File: config.mk
export PLATFORM = sky130hd
export DESIGN_NAME = pec_top
export DESIGN_NICKNAME = d
export VERILOG_FILES = /design/src/hw/pec_pkg.sv /design/src/hw/pec_edge_det.sv /design/src/hw/pec_top.sv
export SDC_FILE = /design/constraint.sdc
export NUM_CORES = 1
export LEC_CHECK = 0
export ABC_CLOCK_PERIOD_IN_PS = 2100
export BUFFER_PORTS_ARGS = -buffer_cell sky130_fd_sc_hd__buf_2
export CAP_MARGIN = 30
export CORE_UTILIZATION = 45
export DETAILED_ROUTE_END_ITERATION = 10
export PLACE_DENSITY = 0.69
export SLEW_MARGIN = 40
export SYNTH_ARGS = -nofsm -noshare
export SYNTH_HDL_FRONTEND = slang
export SYNTH_SLANG_ARGS = --single-unit
File: constraint.sdc
create_clock -name mclk -period 2.1 [get_ports mclk]
set_input_delay 0.105 -clock mclk [delete_from_list [all_inputs] [get_ports mclk]]
set_output_delay 0.105 -clock mclk [all_outputs]
set_load 0.01 [all_outputs]
File: src/hw/pec_pkg.sv
// Package for the pin edge-change interrupt unit: register map and field layouts
package pec_pkg;
  localparam int PEC_AW = 4;
  localparam int PEC_DW = 8;
  // Register offsets (chosen map)
  localparam logic [3:0] PEC_OFF_P1_RISE = 4'h0;
  localparam logic [3:0] PEC_OFF_P1_FALL = 4'h1;
  localparam logic [3:0] PEC_OFF_P1_FLAG = 4'h2;
  localparam logic [3:0] PEC_OFF_P2_RISE = 4'h3;
  localparam logic [3:0] PEC_OFF_P2_FALL = 4'h4;
  localparam logic [3:0] PEC_OFF_P2_FLAG = 4'h5;
  localparam logic [3:0] PEC_OFF_CTRL = 4'h6;
  localparam logic [3:0] PEC_OFF_EVT_STAT = 4'h7;
  localparam logic [3:0] PEC_OFF_EVT_MASK = 4'h8;
  // Implemented pin masks of each port
  localparam logic [7:0] PEC_P1_MASK = 8'h3F;
  localparam logic [7:0] PEC_P2_MASK = 8'hF0;
  // Control register fields
  localparam int PEC_CTRL_MIE_BIT = 0;
  localparam int PEC_CTRL_SUM_BIT = 1;
  localparam int PEC_CTRL_SLEEP_BIT = 2;
  // Event status fields: edge seen, wake issued
  localparam int PEC_EVT_EDGE_BIT = 0;
  localparam int PEC_EVT_WAKE_BIT = 1;
  localparam logic [1:0] PEC_EVT_W = 2'h3;
  localparam logic [7:0] PEC_RST_VAL = 8'h00;

  // Register bus request
  typedef struct packed {
    logic [3:0] addr;
    logic [7:0] wdata;
    logic wr;
    logic rd;
  } pec_bus_req_t;

  // Per-port enable and flag set
  typedef struct packed {
    logic [7:0] rise;
    logic [7:0] fall;
    logic [7:0] flag;
  } pec_port_regs_t;
endpackage

File: src/hw/pec_edge_det.sv
// Synchronised per-pin rising and falling edge detector for one port
`timescale 1ns/10ps
module pec_edge_det import pec_pkg::*; #(
  parameter int WIDTH = 8,
  parameter logic [7:0] PIN_MASK = 8'hFF
) (
  // Clock and reset
  input wire logic mclk,
  input wire logic reset,
  // Pins and enables
  input wire logic [WIDTH-1:0] pin_in,
  input wire logic [WIDTH-1:0] rise_en,
  input wire logic [WIDTH-1:0] fall_en,
  // Detected enabled edges
  output logic [WIDTH-1:0] edge_hit
);
  // Pin masks are byte wide, so refuse any other width at elaboration
  if (WIDTH != 8) begin : g_bad_width
    $error("pec_edge_det supports WIDTH 8 only");
  end
  logic [WIDTH-1:0] sync1_r, sync2_r, prev_r;
  logic [WIDTH-1:0] sync1_nxt, sync2_nxt, prev_nxt;

  // Two stage synchroniser then previous sample
  always_comb begin
    sync1_nxt = pin_in;
    sync2_nxt = sync1_r;
    prev_nxt = sync2_r;
  end

  always_ff @(posedge mclk) begin
    if (reset) begin
      sync1_r <= '0;
      sync2_r <= '0;
      prev_r <= '0;
    end else begin
      sync1_r <= sync1_nxt;
      sync2_r <= sync2_nxt;
      prev_r <= prev_nxt;
    end
  end

  // Both detectors per implemented pin, each gated by its own enable; pins outside PIN_MASK are tied low
  for (genvar i = 0; i < WIDTH; i++) begin : g_pin
    if (PIN_MASK[i]) begin : g_on
      assign edge_hit[i] = (rise_en[i] & sync2_r[i] & ~prev_r[i])
                         | (fall_en[i] & ~sync2_r[i] & prev_r[i]);
    end else begin : g_off
      assign edge_hit[i] = 1'b0;
    end
  end
endmodule

File: src/hw/pec_top.sv
// Pin edge-change interrupt unit for two general-purpose ports
`timescale 1ns/10ps
module pec_top import pec_pkg::*; (
  // Clock and reset
  input wire logic mclk,
  input wire logic reset,
  // Register port
  input wire logic [3:0] reg_addr,
  input wire logic [7:0] reg_wdata,
  input wire logic reg_wr,
  input wire logic reg_rd,
  output logic [7:0] reg_rdata,
  // Port pins
  input wire logic [7:0] first_gp_port,
  input wire logic [7:0] second_gp_port,
  // Core sleep state
  input wire logic core_sleep,
  // Requests
  output logic change_irq,
  output logic wake_req,
  output logic evt_irq
);
  pec_bus_req_t bus;
  pec_port_regs_t p1_r, p1_nxt, p2_r, p2_nxt;
  logic change_irq_master_enable_r, change_irq_master_enable_nxt;
  logic [1:0] evt_stat_r, evt_stat_nxt, evt_mask_r, evt_mask_nxt;
  logic [7:0] reg_rdata_nxt;
  logic change_irq_nxt, wake_req_nxt, evt_irq_nxt;
  logic change_irq_r, wake_req_r, evt_irq_r;
  logic [7:0] p1_hit, p2_hit;
  logic change_summary_flag;
  logic any_hit;
  logic sleep_s1_r, sleep_s2_r;

  assign bus = '{addr: reg_addr, wdata: reg_wdata, wr: reg_wr, rd: reg_rd};

  // Edge detectors, one per port
  pec_edge_det #(.WIDTH(8), .PIN_MASK(PEC_P1_MASK)) u_det_p1 (
    .mclk(mclk),
    .reset(reset),
    .pin_in(first_gp_port),
    .rise_en(p1_r.rise),
    .fall_en(p1_r.fall),
    .edge_hit(p1_hit)
  );
  pec_edge_det #(.WIDTH(8), .PIN_MASK(PEC_P2_MASK)) u_det_p2 (
    .mclk(mclk),
    .reset(reset),
    .pin_in(second_gp_port),
    .rise_en(p2_r.rise),
    .fall_en(p2_r.fall),
    .edge_hit(p2_hit)
  );

  assign change_summary_flag = |{p1_r.flag, p2_r.flag};
  assign any_hit = |{p1_hit, p2_hit};

  // Register state next values
  always_comb begin
    p1_nxt = p1_r;
    p2_nxt = p2_r;
    change_irq_master_enable_nxt = change_irq_master_enable_r;
    evt_mask_nxt = evt_mask_r;
    evt_stat_nxt = evt_stat_r;
    if (bus.wr) begin
      unique case (bus.addr)
        PEC_OFF_P1_RISE: p1_nxt.rise = bus.wdata & PEC_P1_MASK;
        PEC_OFF_P1_FALL: p1_nxt.fall = bus.wdata & PEC_P1_MASK;
        PEC_OFF_P1_FLAG: p1_nxt.flag = p1_r.flag & bus.wdata;
        PEC_OFF_P2_RISE: p2_nxt.rise = bus.wdata & PEC_P2_MASK;
        PEC_OFF_P2_FALL: p2_nxt.fall = bus.wdata & PEC_P2_MASK;
        PEC_OFF_P2_FLAG: p2_nxt.flag = p2_r.flag & bus.wdata;
        PEC_OFF_CTRL: change_irq_master_enable_nxt = bus.wdata[PEC_CTRL_MIE_BIT];
        PEC_OFF_EVT_STAT: evt_stat_nxt = evt_stat_r & ~bus.wdata[1:0];
        PEC_OFF_EVT_MASK: evt_mask_nxt = bus.wdata[1:0];
        default: ;
      endcase
    end
    // Hardware set wins over a clearing write in the same cycle
    p1_nxt.flag = (p1_nxt.flag | p1_hit) & PEC_P1_MASK;
    p2_nxt.flag = (p2_nxt.flag | p2_hit) & PEC_P2_MASK;
    if (any_hit) evt_stat_nxt[PEC_EVT_EDGE_BIT] = 1'b1;
    if (wake_req_nxt && !wake_req_r) evt_stat_nxt[PEC_EVT_WAKE_BIT] = 1'b1;
  end

  // Read data, one cycle after the strobe
  always_comb begin
    reg_rdata_nxt = PEC_RST_VAL;
    if (bus.rd) begin
      unique case (bus.addr)
        PEC_OFF_P1_RISE: reg_rdata_nxt = p1_r.rise;
        PEC_OFF_P1_FALL: reg_rdata_nxt = p1_r.fall;
        PEC_OFF_P1_FLAG: reg_rdata_nxt = p1_r.flag;
        PEC_OFF_P2_RISE: reg_rdata_nxt = p2_r.rise;
        PEC_OFF_P2_FALL: reg_rdata_nxt = p2_r.fall;
        PEC_OFF_P2_FLAG: reg_rdata_nxt = p2_r.flag;
        PEC_OFF_CTRL: begin
          reg_rdata_nxt[PEC_CTRL_MIE_BIT] = change_irq_master_enable_r;
          reg_rdata_nxt[PEC_CTRL_SUM_BIT] = change_summary_flag;
          reg_rdata_nxt[PEC_CTRL_SLEEP_BIT] = sleep_s2_r;
        end
        PEC_OFF_EVT_STAT: reg_rdata_nxt = {6'h00, evt_stat_r};
        PEC_OFF_EVT_MASK: reg_rdata_nxt = {6'h00, evt_mask_r};
        default: reg_rdata_nxt = PEC_RST_VAL;
      endcase
    end
  end

  // Request outputs; request changes in the same cycle as the flags
  always_comb begin
    change_irq_nxt = change_irq_master_enable_nxt
                   & (|{p1_nxt.flag, p2_nxt.flag});
    // Wake only from sleep and only when the master enable allows a request
    wake_req_nxt = sleep_s2_r & change_irq_nxt;
    evt_irq_nxt = |(evt_stat_nxt & evt_mask_nxt);
  end

  // Sleep level comes from the core power domain, so synchronise it
  always_ff @(posedge mclk) begin
    if (reset) begin
      sleep_s1_r <= 1'b0;
      sleep_s2_r <= 1'b0;
    end else begin
      sleep_s1_r <= core_sleep;
      sleep_s2_r <= sleep_s1_r;
    end
  end

  // State registers
  always_ff @(posedge mclk) begin
    if (reset) begin
      p1_r <= '0;
      p2_r <= '0;
      change_irq_master_enable_r <= 1'b0;
      evt_stat_r <= 2'h0;
      evt_mask_r <= 2'h0;
      reg_rdata <= PEC_RST_VAL;
      change_irq_r <= 1'b0;
      wake_req_r <= 1'b0;
      evt_irq_r <= 1'b0;
    end else begin
      p1_r <= p1_nxt;
      p2_r <= p2_nxt;
      change_irq_master_enable_r <= change_irq_master_enable_nxt;
      evt_stat_r <= evt_stat_nxt;
      evt_mask_r <= evt_mask_nxt;
      reg_rdata <= reg_rdata_nxt;
      change_irq_r <= change_irq_nxt;
      wake_req_r <= wake_req_nxt;
      evt_irq_r <= evt_irq_nxt;
    end
  end

  assign change_irq = change_irq_r;
  assign wake_req = wake_req_r;
  assign evt_irq = evt_irq_r;
endmodule

* Word-level counts from Yosys, hierarchy flattened
Cells that the tools add are included.
Widths: inputs -> output; s select.
** Operators by class
- Eq/ne operators :: 8
- Muxes and demuxes :: 16
- Bitwise gates (word level) :: 80
- Reduce and logical (&&, ||, !) cells :: 12
** Operators with widths (count)
- $and 1x1->1 :: 42
- $pmux 5 s6 :: 1
- $mux 24 :: 1
- $mux 8 :: 3
- $not 1->1 :: 21
- $pmux 3 s7 :: 1
- $reduce_or 10->1 :: 2
- $eq 4x3->1 const B :: 4
- $reduce_or 16->1 :: 1
- $mux 6 :: 2
- $or 1x1->1 :: 10
- $and 8x8->8 :: 1
- $eq 4x2->1 const B :: 2
- $mux 2 :: 4
- $or 8x8->8 :: 1
- $reduce_and 2->1 :: 4
- $and 6x6->6 :: 1
- $or 6x6->6 :: 1
- $and 2x2->2 :: 2
- $eq 4x1->1 const B :: 1
- $eq 4x4->1 const B :: 1
- $logic_not 4->1 :: 1
- $mux 1 :: 4
- $reduce_or 2->1 :: 2
- other kinds (3) :: 3
** Storage, ports and cells
- Bits in registers :: 94
- Input port bits :: 33

* Logic depth before layout (Yosys ltp)
- Depth in word-level cells :: 12
- Mapped depth :: 8
- Gate-level depth less buffers :: 6

* Cells and area by module
From an unflattened synthesis, not the netlist that was laid out.
** Second synthesis, totals
- Cells, all modules :: 351
- Area, all modules :: 3223.1 µm²
** By module, submodules not included
- pec_top :: instances 1, cells an instance 251, area an instance 2177.1 µm², seq. area each 960.9 µm²
- pec_edge_det at u_det_p1 :: instances 1, cells an instance 58, area an instance 590.6 µm², seq. area each 360.3 µm²
- pec_edge_det at u_det_p2 :: instances 1, cells an instance 42, area an instance 455.4 µm², seq. area each 240.2 µm²

* Least setup slack after synthesis
OpenSTA, ideal clock, no wires.
- Kind :: register to register
- From :: reg u_det_p1.sync2_r[2], in the netlist u_det_p1.prev_nxt[2]
- To :: reg wake_req_r, in the netlist wake_req
- Arrival :: 1.523 ns
- Data required time :: 1.984 ns
- Setup slack :: 0.461 ns
- Stages on the path, launching flop included :: 7
- Path buffers :: 0
- Period minus slack after synthesis :: 1.639 ns
- Cell sequence :: dfxtp_1 > nand3b_1 > o21ai_0 > nor4_1 > nand3_1 > nor4_4 > and3b_1
** On the way
- Cells in the longest elaborated chain, start to end :: 8
** Ends and longest elaborated chain
- start, declared :: RTL line pec_edge_det.sv:21 : logic [WIDTH-1:0] sync1_r, sync2_r, prev_r;
- start signal, assigned :: RTL line pec_edge_det.sv:38 : sync2_r <= sync2_nxt;
- $not 1->1 :: RTL line pec_edge_det.sv:47 : | (fall_en[i] & ~sync2_r[i] & prev_r[i]);
- $and 1x1->1 (2 in series) :: RTL line pec_edge_det.sv:47
- $or 1x1->1 * :: RTL line pec_edge_det.sv:47
- $or 6x6->6 * :: RTL line pec_top.sv:80 : p1_nxt.flag = (p1_nxt.flag | p1_hit) & PEC_P1_MASK;
- $reduce_or 10->1 * :: RTL line pec_top.sv:112 : & (|{p1_nxt.flag, p2_nxt.flag});
- $and 1x1->1 * :: RTL line pec_top.sv:112
- $and 1x1->1 * :: RTL line pec_top.sv:114 : wake_req_nxt = sleep_s2_r & change_irq_nxt;
- end signal, assigned :: RTL line pec_top.sv:149 : wake_req_r <= wake_req_nxt;
- end, declared :: RTL line pec_top.sv:29 : logic change_irq_r, wake_req_r, evt_irq_r;
Mark *: on every way between the ends. The rest lies on a longest branch, timed or not.
A chain may end at the register's enable or synchronous reset.

* Worst setup path in the final report
- From :: reg u_det_p1.sync2_r[4], in the netlist u_det_p1.prev_nxt[4]
- To :: reg wake_req_r, in the netlist wake_req
Same word-level chain as after synthesis.

==> impl_metrics.py <==
metrics = {
    "global_route": {
        "antenna_found_initial": 0,
        "grt_max_degree": 62,
        "grt_pass1_vias": 2376,
        "grt_overflow": 0,
        "grt_usage_pct": 20.3,
        "grt_first_pass_wirelength_um": 11300,
    },
    "route": {
        "initialDrtViolationCount": 172,
        "viasPerCell": 5.36,
        "drc": 2,
        "vias": 2552,
        "drtPass1Iterations": 7,
        "wirelength_um": 6770,
        "wl_per_cell_um": 14.2,
        "ant_nets": 0,
    },
    "critical_path": {
        "path_buf_inv": 0,
        "reg2reg_to": "wake_req",
        "reg2regPathDepth": 6,
        "critPathMaxStageDelay_ns": 0.40,
        "crit_path_start_kind": "flip-flop",
        "worstPathRequired_ns": 2.35,
        "regToRegSetupSlack_ns": 0.24,
        "path_cells": "nand3b_1 -> nand2_1 -> nor4_1 -> nand3_1 -> nor4_4 -> and3b_1",
        "crit_slowest_cell": "nor4_1",
        "critPathMaxFanout": 4,
        "setup.worst_path.end_class": "flip-flop",
        "critical-path-top-delay-family": "simple AND/OR/NAND/NOR gates",
        "r2r-start": "u_det_p1.prev_nxt[4]",
        "cp.arrival_ns": 2.11,
        "crit_type": "reg -> reg",
    },
    "synthesis": {
        "synth_area_sq_mm": 0.00309,
        "synth_edf_count": 0,
        "synth_cell_type_count": 34,
        "ys_ff_latch": 78,
        "synthesis.nets": 381,
        "synthCells": 348,
        "synth_ff_type": "dfxtp_1",
        "async_flop_share_pct": 0,
        "seq_area_frac_synth_pct": 50.5,
        "yosysWarnings": 0,
        "syn_area_per_cell_sq_um": 8.89,
    },
    "sta": {
        "finalCritPeriodShare_pct": 88.4,
        "rsz0062_at_grt": "no",
        "skew_ns": 0.00940,
        "timing.slew.headroom_pct": 58.9,
        "max_clock_freq_ghz": 0.539,
        "setup_viol": 0,
        "min_period_ns": 1.86,
        "hold_viol": 0,
        "final_max_slew_viol_count": 0,
        "tns_ns": 0,
        "tightest_slew_ns": 0.616,
        "whs_ns": 0.0268,
    },
    "die": {
        "die_h_um": 84.9,
        "die_area_sq_mm": 0.00721,
        "core-area_sq_mm": 0.00649,
        "rows": 29,
        "dieWidth_um": 84.9,
        "initial_core_util_pct": 47.6,
        "ios": 44,
    },
    "finish": {
        "drive_above_1_share_pct": 16.3,
        "area_growth_pct": 17.2,
        "instances_no_fill": 476,
        "antenna_cells": 0,
        "fin_util_pct": 55.8,
        "final_net_count": 429,
        "fin_area_sq_mm": 0.00362,
    },
    "clock_tree": {
        "clk_pin_slew_ns": 0.08,
        "cts.sinks": 78,
        "root_buffer": "clkbuf_8",
        "cts_buffers": 9,
        "cts_tree": "done",
        "clk_latency_ns": 0.35,
        "clockBufferDepth": 2,
        "h-tree-depth": 3,
    },
    "placement": {
        "io_buffers": 37,
        "finalWeightedCongestion": 0.817,
        "place_inst": 451,
        "hpwl_um": 4710,
        "dpl_cell_area_sq_mm": 0.00335,
    },
    "power_and_ir_drop": {
        "leakage_nw": 1.41,
        "p_per_area_mw_per_mm2": 733,
        "vdd_ir_drop_max_mv": 0.312,
    },
    "hold_path": {
        "min_to": "sleep_s1_r",
        "hold_depth": 2,
        "min-delay-start": "reset",
        "min_path_type": "in -> reg",
    },
    "run_status": {
        "violations": "design-rule violations",
        "status": "finished with violations",
    },
    "job": {
        "drv_cap": 0,
    },
}
[worst max path at each step]
stage                     slack, ns       end  depth (start not counted)            startpoint
final                          0.24  wake_req                          6  u_det_p1.prev_nxt[4]
after global placement         0.25  wake_req                          6  u_det_p1.prev_nxt[2]
after floorplan                0.46  wake_req                          6  u_det_p1.prev_nxt[2]
after CTS                      0.19  wake_req                          6  u_det_p1.prev_nxt[2]
after detailed placement       0.20  wake_req                          6  u_det_p1.prev_nxt[2]
after global routing           0.09  wake_req                          6  u_det_p1.prev_nxt[2]
[layer usage]
metal  share of wire, %  global-route usage, %  routed length [um]
met4                1.5                   8.32                 104
met2                 45                   31.9                3060
met1                 48                   26.2                3230
met3                5.6                   6.23                 380
met5                  0                      0                   0
[timing repair]
action,4_1_cts,5_1_grt
gates resized for setup,0,1
hold endpoints to repair,11,0
endpoints found under the setup margin,0,1
buffers inserted,0,0
hold buffers,11,0
[layout make-up]
| class | count | area [sq um] |
|---|---|---|
| fill | 599 | 2870 |
| sequential | 78 | 1560 |
| multi-input combinational | 244 | 1430 |
| timing repair buffer | 57 | 363 |
| clock buffer | 12 | 145 |
| tap | 77 | 96.3 |
| inverter | 6 | 22.5 |
| clock inverter | 2 | 10.0 |
[cell families after synthesis]
family,after synthesis,synth area share (%)
muxes,14,4.61
and+or+nand+nor,166,29.7
buffers and inverters,26,3.64
AOI/OAI and AO/OA,64,11.6
DFF,78,50.5
[cells in the mapped netlist, types with 2 or more instances]
cell       n  area, sq um
dfxtp_1   78         1560
nand2_1   40          150
nor2b_1   37          231
a21oi_1   28          140
nand3_1   23          115
nor2_1    22         82.6
nand3b_1  16          120
o21ai_0   16         80.1
clkbuf_1  13         48.8
mux2i_1   12          120
a31oi_1    7         43.8
inv_1      6         22.5
nand4_1    6         37.5
nor3b_1    6         45.0
o21ai_1    5         25.0
nor4_1     4         25.0
buf_2      3         15.0
nor3_1     3         15.0
a221oi_1   2         17.5
a222oi_1   2         20.0
a32oi_1    2         17.5
and3b_1    2         17.5
buf_1      2         7.51
mux2_2     2         22.5
nand2b_1   2         12.5
[metrics by stage]
step / total power (W) / setup slack (ns)
after floorplan: 0.00166 / 0.461
after global placement: 0.00173 / 0.246
after detailed placement: 0.00173 / 0.204
after CTS: 0.00269 / 0.187
after global routing: 0.00277 / 0.0945
final: 0.00266 / 0.243
[cells in the final DEF (no fill, tap or decap), types with 3 or more instances in the layout]
| master | instances |
|---|---|
| nor4_1 | 3 |
| clkbuf_8 | 10 |
| inv_1 | 6 |
| dfxtp_1 | 78 |
| a21oi_1 | 28 |
| buf_4 | 9 |
| o21ai_1 | 5 |
| nand3b_1 | 16 |
| nor2b_1 | 37 |
| nor3b_1 | 6 |
| a31oi_1 | 7 |
| nand4_1 | 6 |
| dlygate4sd3_1 | 11 |
| buf_2 | 37 |
| mux2i_1 | 12 |
| o21ai_0 | 16 |
| nor2_1 | 22 |
| nand2_1 | 40 |
| nor3_1 | 3 |
| nand3_1 | 23 |
[flip-flops by register name, summed over array words and instances (netlist names)]
register	count
p1_r	18
p2_r	12
reg_rdata	8
u_det_p1.prev_nxt	6
u_det_p1.prev_r	6
u_det_p1.sync1_r	6
u_det_p2.prev_nxt	4
u_det_p2.prev_r	4
u_det_p2.sync1_r	4
evt_mask_r	2
evt_stat_r	2
change_irq	1
change_irq_master_enable_r	1
evt_irq	1
sleep_s1_r	1
sleep_s2_r	1
wake_req	1
[power breakdown]
group	internal, W	switching [W]	total (W)	leakage (nW)
logic	0.0000822	0.000104	0.000186	0.692
registers	0.00151	0.0000150	0.00153	0.634
clock network	0.000445	0.000498	0.000944	0.0821
[worst reg2reg max path, stage by stage (launching register included)]
cell	delay (ns)
dfxtp_1	0.36
nand3b_1	0.14
nand2_1	0.06
nor4_1	0.40
nand3_1	0.18
nor4_4	0.40
and3b_1	0.22
Note: power is estimated with default switching activity, not from simulation.
